==> src/rtl/hiobj_pkg.sv <==
// Constants for the handler I/O bin judgment block
// Summary of operation
// - Bin-nine output goes low while the latest binning result is bin nine, else stays high.
// - Out-of-bins output goes low while the binning result matches no defined bin.
// - A panel-load execute level loads the panel whose number is on the panel-select inputs.
// - Measurement-complete goes low only after all judgment outputs hold final values.
// - Conversion-complete falls when conversion ends; the sample may be swapped only after.
// - The error output goes low at level on any sampling, contact, reject, source or limit error.
package hiobj_pkg;
   localparam int unsigned PANEL_W    = 7;
   localparam int unsigned BIN_W      = 4;
   localparam logic [3:0]  BIN_NINE   = 4'h9;
   localparam logic [3:0]  BIN_NONE   = 4'h0;
   localparam logic [3:0]  BIN_MAX    = 4'ha;
   localparam int unsigned CLK_MHZ    = 125;
   localparam int unsigned MEAS_GAP_NS = 16;
   localparam int unsigned MEAS_GAP_CYC =
      ((MEAS_GAP_NS * CLK_MHZ + 999) / 1000) < 1 ? 1 : ((MEAS_GAP_NS * CLK_MHZ + 999) / 1000);
   localparam logic [PANEL_W-1:0] PANEL_RST = 7'h00;

   typedef enum logic [1:0] {
      HIOBJ_IDLE = 2'b00,
      HIOBJ_CONV = 2'b01,
      HIOBJ_HOLD = 2'b11,
      HIOBJ_DONE = 2'b10
   } hiobj_state_e;
endpackage : hiobj_pkg

==> src/rtl/hiobj_top.sv <==
// Handler I/O judgment outputs, strobes and panel-load inputs
`timescale 1ns/10ps
`default_nettype none
module hiobj_top (
   // Clock and reset
   input  wire logic                         clk_sys,
   input  wire logic                         srst,
   // Measurement core side
   input  wire logic                         meas_start,
   input  wire logic                         conv_done,
   input  wire logic                         judge_valid,
   input  wire logic [hiobj_pkg::BIN_W-1:0]  judge_bin,
   input  wire logic                         err_event,
   // Panel-select pins, active low
   input  wire logic                         panel_sel_b0,
   input  wire logic                         panel_sel_b1,
   input  wire logic                         panel_sel_b2,
   input  wire logic                         panel_sel_b3,
   input  wire logic                         panel_sel_b4,
   input  wire logic                         panel_sel_b5,
   input  wire logic                         panel_sel_b6,
   input  wire logic                         panel_load_exec,
   // Panel load request to core
   output logic                              panel_load,
   output logic [hiobj_pkg::PANEL_W-1:0]     panel_num,
   // Handler outputs, active low
   output logic                              bin_nine_out,
   output logic                              out_of_bins_n,
   output logic                              err_out_n,
   output logic                              meas_complete_n,
   output logic                              conv_complete_n
);
   localparam int unsigned PW = hiobj_pkg::PANEL_W;

   // Three-stage sync; first stage only feeds the second
   logic [PW:0] pin_s1_q, pin_s2_q, pin_s3_q, pin_st_q;
   logic [PW:0] pin_raw;
   assign pin_raw = {panel_load_exec, panel_sel_b6, panel_sel_b5, panel_sel_b4,
                     panel_sel_b3, panel_sel_b2, panel_sel_b1, panel_sel_b0};

   always_ff @(posedge clk_sys) begin
      if (srst) begin
         pin_s1_q <= '1;
         pin_s2_q <= '1;
         pin_s3_q <= '1;
      end else begin
         pin_s1_q <= pin_raw;
         pin_s2_q <= pin_s1_q;
         pin_s3_q <= pin_s2_q;
      end
   end

   // Accept a bit only once stages two and three agree
   always_ff @(posedge clk_sys) begin
      if (srst) pin_st_q <= '1;
      else begin
         for (int i = 0; i <= PW; i++) begin
            if (pin_s2_q[i] == pin_s3_q[i]) pin_st_q[i] <= pin_s3_q[i];
         end
      end
   end

   // Level execute: load on its assertion, low pins mean ones
   logic exec_prev_q;
   always_ff @(posedge clk_sys) begin
      if (srst) begin
         exec_prev_q <= 1'b0;
         panel_load  <= 1'b0;
         panel_num   <= hiobj_pkg::PANEL_RST;
      end else begin
         exec_prev_q <= ~pin_st_q[PW];
         panel_load  <= ~pin_st_q[PW] & ~exec_prev_q;
         if (~pin_st_q[PW] & ~exec_prev_q) panel_num <= ~pin_st_q[PW-1:0];
      end
   end

   // Measurement sequence
   hiobj_pkg::hiobj_state_e st_q;
   always_ff @(posedge clk_sys) begin
      if (srst) st_q <= hiobj_pkg::HIOBJ_IDLE;
      else begin
         unique case (st_q)
            hiobj_pkg::HIOBJ_IDLE: if (meas_start) st_q <= hiobj_pkg::HIOBJ_CONV;
            hiobj_pkg::HIOBJ_CONV: if (conv_done) st_q <= hiobj_pkg::HIOBJ_HOLD;
            hiobj_pkg::HIOBJ_HOLD: if (judge_valid) st_q <= hiobj_pkg::HIOBJ_DONE;
            hiobj_pkg::HIOBJ_DONE: if (meas_start) st_q <= hiobj_pkg::HIOBJ_CONV;
         endcase
      end
   end

   // Judgments latched before the end strobe falls
   logic judge_upd;
   logic gap_cnt_nz;
   logic [3:0] gap_q;
   assign judge_upd = (st_q == hiobj_pkg::HIOBJ_HOLD) && judge_valid;
   assign gap_cnt_nz = (gap_q != 4'h0);

   always_ff @(posedge clk_sys) begin
      if (srst) begin
         bin_nine_out  <= 1'b1;
         out_of_bins_n <= 1'b1;
      end else if (judge_upd) begin
         bin_nine_out  <= ~(judge_bin == hiobj_pkg::BIN_NINE);
         out_of_bins_n <= ~((judge_bin == hiobj_pkg::BIN_NONE) ||
                            (judge_bin > hiobj_pkg::BIN_MAX));
      end
   end

   always_ff @(posedge clk_sys) begin
      if (srst) err_out_n <= 1'b1;
      else if (meas_start) err_out_n <= ~err_event;
      else if (err_event) err_out_n <= 1'b0;
   end

   // Gap so outputs settle before the end strobe
   always_ff @(posedge clk_sys) begin
      if (srst) gap_q <= 4'h0;
      else if (judge_upd) gap_q <= 4'(hiobj_pkg::MEAS_GAP_CYC);
      else if (gap_cnt_nz) gap_q <= gap_q - 4'h1;
   end

   always_ff @(posedge clk_sys) begin
      if (srst) begin
         conv_complete_n <= 1'b1;
         meas_complete_n <= 1'b1;
      end else if (meas_start) begin
         conv_complete_n <= 1'b1;
         meas_complete_n <= 1'b1;
      end else begin
         if (st_q == hiobj_pkg::HIOBJ_CONV && conv_done) conv_complete_n <= 1'b0;
         if (st_q == hiobj_pkg::HIOBJ_DONE && gap_q == 4'h1) meas_complete_n <= 1'b0;
      end
   end

   // Strobe order and settling of the judgments
   a_meas_after_conv: assert property (
      @(posedge clk_sys) disable iff (srst)
         $fell(meas_complete_n) |-> !conv_complete_n)
      else $error("End strobe before conversion strobe");

   a_meas_judge_gap: assert property (
      @(posedge clk_sys) disable iff (srst)
         $fell(meas_complete_n) |-> $stable(bin_nine_out) && $stable(out_of_bins_n))
      else $error("Judgment moved at end strobe");

   // End strobe must not fall within the settling gap
   a_meas_not_early: assert property (
      @(posedge clk_sys) disable iff (srst)
         judge_upd |=> meas_complete_n ##1 meas_complete_n)
      else $error("End strobe inside settling gap");

   a_meas_gap_end: assert property (
      @(posedge clk_sys) disable iff (srst)
         (judge_upd && !meas_start) ##1 !meas_start [*2] |=> !meas_complete_n)
      else $error("End strobe missing after gap");

   a_meas_hold: assert property (
      @(posedge clk_sys) disable iff (srst)
         !meas_complete_n && !meas_start |=> !meas_complete_n)
      else $error("End strobe released early");

   a_bin_nine_map: assert property (
      @(posedge clk_sys) disable iff (srst)
         judge_upd |=> bin_nine_out == ($past(judge_bin) != hiobj_pkg::BIN_NINE))
      else $error("Bin nine wrong");

   // Judgments only move on a taken result
   a_bin_hold: assert property (
      @(posedge clk_sys) disable iff (srst)
         !judge_upd |=> $stable(bin_nine_out) && $stable(out_of_bins_n))
      else $error("Judgment moved without result");

   a_nine_not_oob: assert property (
      @(posedge clk_sys) disable iff (srst)
         !bin_nine_out |-> out_of_bins_n)
      else $error("Bin nine and out of bins together");

   a_oob_map: assert property (
      @(posedge clk_sys) disable iff (srst)
         judge_upd && judge_bin == hiobj_pkg::BIN_NONE |=> !out_of_bins_n)
      else $error("Out of bins missed");

   a_oob_high: assert property (
      @(posedge clk_sys) disable iff (srst)
         judge_upd && judge_bin > hiobj_pkg::BIN_MAX |=> !out_of_bins_n)
      else $error("Out of bins missed above range");

   a_oob_in: assert property (
      @(posedge clk_sys) disable iff (srst)
         judge_upd && judge_bin != hiobj_pkg::BIN_NONE && judge_bin <= hiobj_pkg::BIN_MAX |=> out_of_bins_n)
      else $error("Out of bins on a defined bin");

   a_conv_fall: assert property (
      @(posedge clk_sys) disable iff (srst)
         st_q == hiobj_pkg::HIOBJ_CONV && conv_done && !meas_start |=> !conv_complete_n)
      else $error("Conversion strobe late");

   a_conv_hold: assert property (
      @(posedge clk_sys) disable iff (srst)
         !conv_complete_n && !meas_start |=> !conv_complete_n)
      else $error("Conversion strobe released early");

   a_release_start: assert property (
      @(posedge clk_sys) disable iff (srst)
         meas_start |=> conv_complete_n && meas_complete_n)
      else $error("Strobes not released");

   a_err_level: assert property (
      @(posedge clk_sys) disable iff (srst)
         err_event |=> !err_out_n)
      else $error("Error not shown");

   a_err_hold: assert property (
      @(posedge clk_sys) disable iff (srst)
         !err_out_n && !meas_start |=> !err_out_n)
      else $error("Error dropped within measurement");

   a_err_clear: assert property (
      @(posedge clk_sys) disable iff (srst)
         meas_start && !err_event |=> err_out_n)
      else $error("Error not cleared at start");

   // Panel number only moves with a load pulse
   a_load_pulse: assert property (
      @(posedge clk_sys) disable iff (srst)
         panel_load |=> !panel_load)
      else $error("Load pulse too long");

   a_panel_changed: assert property (
      @(posedge clk_sys) disable iff (srst)
         $changed(panel_num) |-> $rose(panel_load))
      else $error("Panel number moved without load");
endmodule : hiobj_top
`default_nettype wire

==> config.mk <==
export PLATFORM = sky130hd
export DESIGN_NAME = hiobj_top
export DESIGN_NICKNAME = d
export VERILOG_FILES = /design/src/rtl/hiobj_pkg.sv /design/src/rtl/hiobj_top.sv
export SDC_FILE = /design/constraint.sdc
export NUM_CORES = 1
export LEC_CHECK = 0
export ABC_AREA = 1
export BUFFER_PORTS_ARGS = -buffer_cell sky130_fd_sc_hd__buf_2
export CAP_MARGIN = 20
export CORE_UTILIZATION = 35
export DETAILED_ROUTE_END_ITERATION = 16
export MAX_ROUTING_LAYER = met4
export PLACE_DENSITY = 0.58
export SYNTH_ARGS = -nofsm -noshare
export SYNTH_HDL_FRONTEND = slang
export SYNTH_SLANG_ARGS = --single-unit
==> constraint.sdc <==
create_clock -name clk_sys -period 1 [get_ports clk_sys]
set_input_delay 0.05 -clock clk_sys [delete_from_list [all_inputs] [get_ports clk_sys]]
set_output_delay 0.05 -clock clk_sys [all_outputs]
set_load 0.02 [all_outputs]
==> impl_metrics.yaml, run 1 <==
synthesis:
  synth-seq-area-share_pct: 60.6
  syn_area_sq_um: 1720
  synth_area_per_cell_sq_um: 9.33
  syn-num-nets: 202
  synth-warning-count: 0
  synth_cells: 184
  yosys.cell_types.count: 20
  ys_ff_latch: 52
sta:
  fin_crit_ns: 0.931
  fin_worst_skew_ns: 0.00595
  min_period_over_period_pct: 93.1
  slew_headroom_pct: 82.9
  tightest_slew_ns: 0.255
  finalSetupViolCount: 0
  max_freq_mhz: 1070
  hold_viol_final: 0
  drv_slew: 0
  whs_ns: 0.0821
setup_path:
  cp_top_family: "flip-flops"
  arrival_ns: 1.13
  rrSetupSlack_ns: 0.07
  reg2reg_to: "panel_num[0]"
  slowest_delay_ns: 0.37
  crit_fanout: 13
  worstReg2RegStart: "pin_st_q[7]"
  crit_path_top_delay_cell: "dfxtp_1"
  critPathLaunchType: "register"
  end_kind: "register"
  worst-r2r-cell-count: 3
  crit_chain: "nor2_4, buf_4, a21oi_1"
  worstPathRequired_ns: 1.20
  crit_buf_inv: 1
  critPathKind: "register to register"
routing:
  vias_per_cell: 4.19
  drt_iter0_markers: 22
  drt-wirelength-per-cell_um: 8.99
  dr.pass1.iters: 4
  finalWirelength_um: 2690
  drt_drc_violations_left: 0
  vias: 1253
  final_antenna_net_count: 0
global_route:
  grt_use_total_pct: 11.5
  grt_start_max_net_pins: 35
  grt_use_met1_pct: 12.4
  grtUsageMet3_pct: 3.75
  grt.busiest_layer: "met2"
  grtUsageMet2_pct: 19.3
  antenna_found_initial: 0
  grt_pass1_vias: 1078
  grt_pass1_wl_um: 4460
  overflow: 0
clock_tree:
  cts_tree: "built"
  cts_buffer_depth: 2
  clock-sinks: 52
  htree_num_levels: 2
  cts_root_buf: "clkbuf_8"
  path_clk_slew_ns: 0.09
  insertion_delay_ns: 0.30
  cts_buffers: 5
power_and_ir_drop:
  ir_drop_v: 0.000810
  power.density_nw_per_um2: 1820
  static-leakage-power_nw: 0.923
finish:
  drive_above_1_share_pct: 32.8
  n_fill_cell: 470
  fin_area_sq_um: 2180
  diodes: 0
  finalNetCount: 249
  area_growth_pct: 27.0
floorplanning:
  rows: 25
  ios: 31
  die_y_um: 72.0
  start_util_pct: 36.3
  core_sq_um: 4720
  die_w_um: 72.0
  die-area_sq_um: 5190
flow_run:
  drv_cap: 0
worst_hold_path:
  worstHoldStart: "srst"
  holdPathStages: 3
  whs_endpoint: "st_q[1]"
  hold_path_class: "primary input to register"
placement:
  numPortBuffers: 30
  place.gp.congestion: 0.772
  dp_hpwl_um: 1860
  postPlaceCellArea_sq_um: 1950
status:
  status: "finished clean"
-- layer usage --
metal / routed length [um] / part of all wire [%]
met1: 1250 / 46
met2: 1280 / 48
met3: 125 / 4.7
met4: 39 / 1.5
met5: 0 / 0
-- registers in the layout (all words and copies together) (netlist names) --
| register | cells |
|---|---|
| pin_s3_q | 8 |
| panel_num | 7 |
| bin_nine_out | 1 |
| pin_s1_q | 8 |
| meas_complete_n | 1 |
| st_q | 2 |
| out_of_bins_n | 1 |
| err_out_n | 1 |
| pin_s2_q | 8 |
| conv_complete_n | 1 |
| gap_q | 4 |
| exec_prev_q | 1 |
| pin_st_q | 8 |
| panel_load | 1 |
-- cell usage in the layout (no fill, tap or decap), types with 3 or more instances in the layout --
cell and n:
nor2_1 17, dlygate4sd3_1 10, buf_4 5, a21oi_1 15, dfxtp_1 50, or2_2 21
o21ai_0 14, nand3_1 8, nand2_1 22, or2_1 3, nor3_1 3, inv_1 10
nand2_2 3, clkbuf_8 5, buf_2 30
-- synth_stat cells --
master    instances  area [sq um]
nor2_1           17          63.8
or2_2            21           131
nor3_1            4          20.0
nor3_2            1          10.0
dfxtp_1          52          1040
inv_1            10          37.5
inv_2             2          7.51
nand2_1          22          82.6
o21ai_0          15          75.1
nand2_2           3          18.8
a31oi_1           1          6.26
buf_6             3          33.8
maj3_1            1          10.0
a21oi_2           1          8.76
clkbuf_1          1          3.75
nor2_4            2          22.5
nand3_1           8          40.0
or2_1             3          18.8
buf_2             2          10.0
a21oi_1          15          75.1
-- worst max path at each step --
stage	start	endpoint	slack (ns)	depth (start not counted)
5_1_grt	pin_st_q[7]	panel_num[4]	-0.0008	3
4_1_cts	st_q[1]	out_of_bins_n	0.007	5
2_1_floorplan	st_q[0]	out_of_bins_n	0.09	5
3_3_place_gp	st_q[0]	out_of_bins_n	0.06	5
6_report	pin_st_q[7]	panel_num[0]	0.07	3
3_5_place_dp	st_q[0]	out_of_bins_n	0.007	5
-- where the power goes --
part	total (mW)	switching, mW	internal (mW)
Clock	1.38	0.635	0.743
Sequential	2.21	0.0600	2.15
Combinational	0.375	0.179	0.196
Total	3.97	0.874	3.09
-- area by class of cell --
type | count | area (sq um) | share of cell area (%)
Sequential cell | 52 | 1050 | 48.1
Clock buffer | 6 | 72.6 | 3.33
Timing Repair Buffer | 46 | 308 | 14.1
Multi-Input combinational cell | 114 | 588 | 27.0
Tap cell | 67 | 83.8 | 3.84
Clock inverter | 2 | 35.0 | 1.61
Inverter | 12 | 45.0 | 2.07
-- stage by stage --
stage            TNS, ns  power (mW)  instances  setup WS, ns  util (%)
2_1_floorplan          0        2.47        184        0.0935         -
3_3_place_gp           0        2.59        279        0.0567      41.2
3_5_place_dp           0        2.60        279       0.00683      41.2
4_1_cts                0        4.01        297       0.00672      45.6
5_1_grt        -0.000776        4.17        299     -0.000776      46.2
6_report               0        3.97        299        0.0686      46.2
-- logic make-up (layout without fill, tap and decap cells) --
kind of cell               after synthesis  after routing  share of synthesized area [%]
AOI/OAI and AO/OA                       32             32                           9.62
and+or+nand+nor                         81             81                           23.8
DFF                                     52             52                           60.6
adders and majority gates                1              1                          0.583
buffers and inverters                   18             66                           5.39
-- worst min-delay path, delay by kind of cell --
family,cells,cell delay [ns]
AOI/OAI and AO/OA,1,0.03
buffers and inverters,2,0.27
-- what timing repair did --
action,in CTS,in global routing
pin swaps,0,1
hold buffers,10,0
endpoints found under the hold margin,11,0
endpoints found under the setup margin,1,13
resized for setup,1,5
buffers inserted,0,2
(Power assumes the default switching activity.)
==> run 2, diff against run 1 <==
--- a/config.mk
+++ b/config.mk
@@ -8,6 +8,7 @@
 export ABC_AREA = 1
 export BUFFER_PORTS_ARGS = -buffer_cell sky130_fd_sc_hd__buf_2
 export CAP_MARGIN = 20
+export CORE_ASPECT_RATIO = 0.75
 export CORE_UTILIZATION = 35
 export DETAILED_ROUTE_END_ITERATION = 16
 export MAX_ROUTING_LAYER = met4
==> run 2 against run 1 <==
Net effect: wire length increased by 3.6%; die area is essentially flat; critical endpoint is now gap_q[2]; clock skew increased by 0.0049 ns; clock power fell by 15%; utilization rose by 1.3 points; register-to-register slack about the same; clock-buffer cell count did not move; final area is 0.57% lower; sequential share of layout area grew 0.10 points; hold slack better by 0.012 ns; critical path depth is 1 higher.
==> impl_metrics.yaml, run 2 (same netlist as run 1, synthesis figures left out) <==
clock_tree:
  cts_tree: "built"
  cts_buffers: 5
  path_clk_slew_ns: 0.10
  cts_root_buf: "clkbuf_8"
  clock-sinks: 52
  htree_num_levels: 2
  insertion_delay_ns: 0.30
  cts_buffer_depth: 2
status:
  status: "finished clean"
power_and_ir_drop:
  p_total_mw: 3.77
  static-leakage-power_nw: 0.924
  ir_drop_v: 0.000846
  power.density_nw_per_um2: 1740
worst_hold_path:
  hold_path_class: "primary input to register"
  holdPathStages: 5
setup_path:
  critPathKind: "register to register"
  crit_fanout: 5
  arrival_ns: 1.18
  worst-r2r-cell-count: 4
  critPathLaunchType: "register"
  end_kind: "register"
  worstPathRequired_ns: 1.24
finish:
  seq_area_sq_um: 1040
  diodes: 0
  fin_area_sq_um: 2170
  finalNetCount: 252
  drive_above_1_share_pct: 34.0
  layout_commonest_cell: "dfxtp_1"
  area_growth_pct: 26.3
  multi_input_area_sq_um: 588
  mostFrequentLayoutCells: "dfxtp_1, buf_2, nand2_1, or2_2, nor2_1"
  n_fill_cell: 431
floorplanning:
  core_sq_um: 4570
  rows: 21
  start_util_pct: 37.5
  die_y_um: 62.7
  ios: 31
  die-area_sq_um: 5190
  die_w_um: 82.9
sta:
  min_period_over_period_pct: 94.2
  drv_slew: 0
  finalSetupViolCount: 0
  fin_worst_skew_ns: 0.0109
  tightest_slew_ns: 0.240
  slew_headroom_pct: 84.0
  fin_crit_ns: 0.942
  hold_viol_final: 0
  max_freq_mhz: 1060
routing:
  drt_iter0_markers: 25
  drt_drc_violations_left: 0
  vias: 1226
  vias_per_cell: 4.20
  finalWirelength_um: 2780
  drt-wirelength-per-cell_um: 9.53
  final_antenna_net_count: 0
  dr.pass1.iters: 4
global_route:
  grt_pass1_wl_um: 4530
  grt_use_total_pct: 11.1
  overflow: 0
  grt_pass1_vias: 1070
  antenna_found_initial: 0
  grt_start_max_net_pins: 31
placement:
  place.gp.congestion: 0.719
  dp_hpwl_um: 1830
  postPlaceCellArea_sq_um: 1930
  numPortBuffers: 30
flow_run:
  drv_cap: 0
run 2: changes by cell type in the layout (fill, tap and decap cells not counted):
cell,before,now
dfxtp_1,50,49
buf_4,5,8
dfxtp_4,2,0
o21ai_0,14,15
clkinvlp_4,0,1
dfxtp_2,0,3
clkinv_2,1,0
o21ai_1,1,0
bufinv_16,1,0
clkinv_4,0,1
run 2: final timing paths:
kind	start	endpoint	slack, ns
worst min-delay path	judge_bin[1]	out_of_bins_n	0.09
worst max-delay path	gap_q[0]	gap_q[2]	0.06
worst min register to register	pin_s1_q[1]	pin_s2_q[1]	0.41
worst max register to register	gap_q[0]	gap_q[2]	0.06
run 2: power by group:
group,switching (mW),internal (mW)
Sequential,0.0652,2.16
Clock,0.670,0.499
Combinational,0.183,0.197
run 2: per-layer routing:
metal / wire [um] / global-route usage (%) / vias up
met5: 0 / - / -
met4: 16 / 3.88 / 0
met1: 1480 / 14.0 / 516
li1: - / - / 686
met3: 121 / 4.10 / 2
met2: 1170 / 16.4 / 22
run 2: what timing repair did:
action                                 CTS  global route
hold buffers                            10             0
resized for setup                        0             4
buffers inserted                         0             5
endpoints found under the hold margin   10             0
setup endpoints to repair                0            13
run 2: cell type report:
class                           instances  area share, %
Tap cell                               57           3.29
Clock buffer                            6           3.35
Clock inverter                          2          0.750
Timing Repair Buffer                   49           15.2
Multi-Input combinational cell        114           27.1
Sequential cell                        52           48.2
Inverter                               12           2.08
run 2: per-stage QoR:
| step | TNS (ns) | std cells | worst slack (ns) | util [%] | hold WS, ns |
|---|---|---|---|---|---|
| after floorplan | 0 | 184 | 0.0935 | - | 0.142 |
| after global placement | 0 | 269 | 0.0543 | 42.3 | 0.232 |
| after detailed placement | 0 | 269 | 0.0268 | 42.3 | 0.234 |
| after CTS | 0 | 287 | 0.0135 | 46.4 | 0.0941 |
| after global routing | -0.0385 | 292 | -0.0234 | 47.4 | 0.109 |
| final | 0 | 292 | 0.0585 | 47.4 | 0.0939 |
run 2: critical path, cell delays in order, from the launching register on:
cell and delay [ns]:
dfxtp_1 0.38, nor3_2 0.22, buf_4 0.14, nor2_1 0.03, nor2_1 0.11
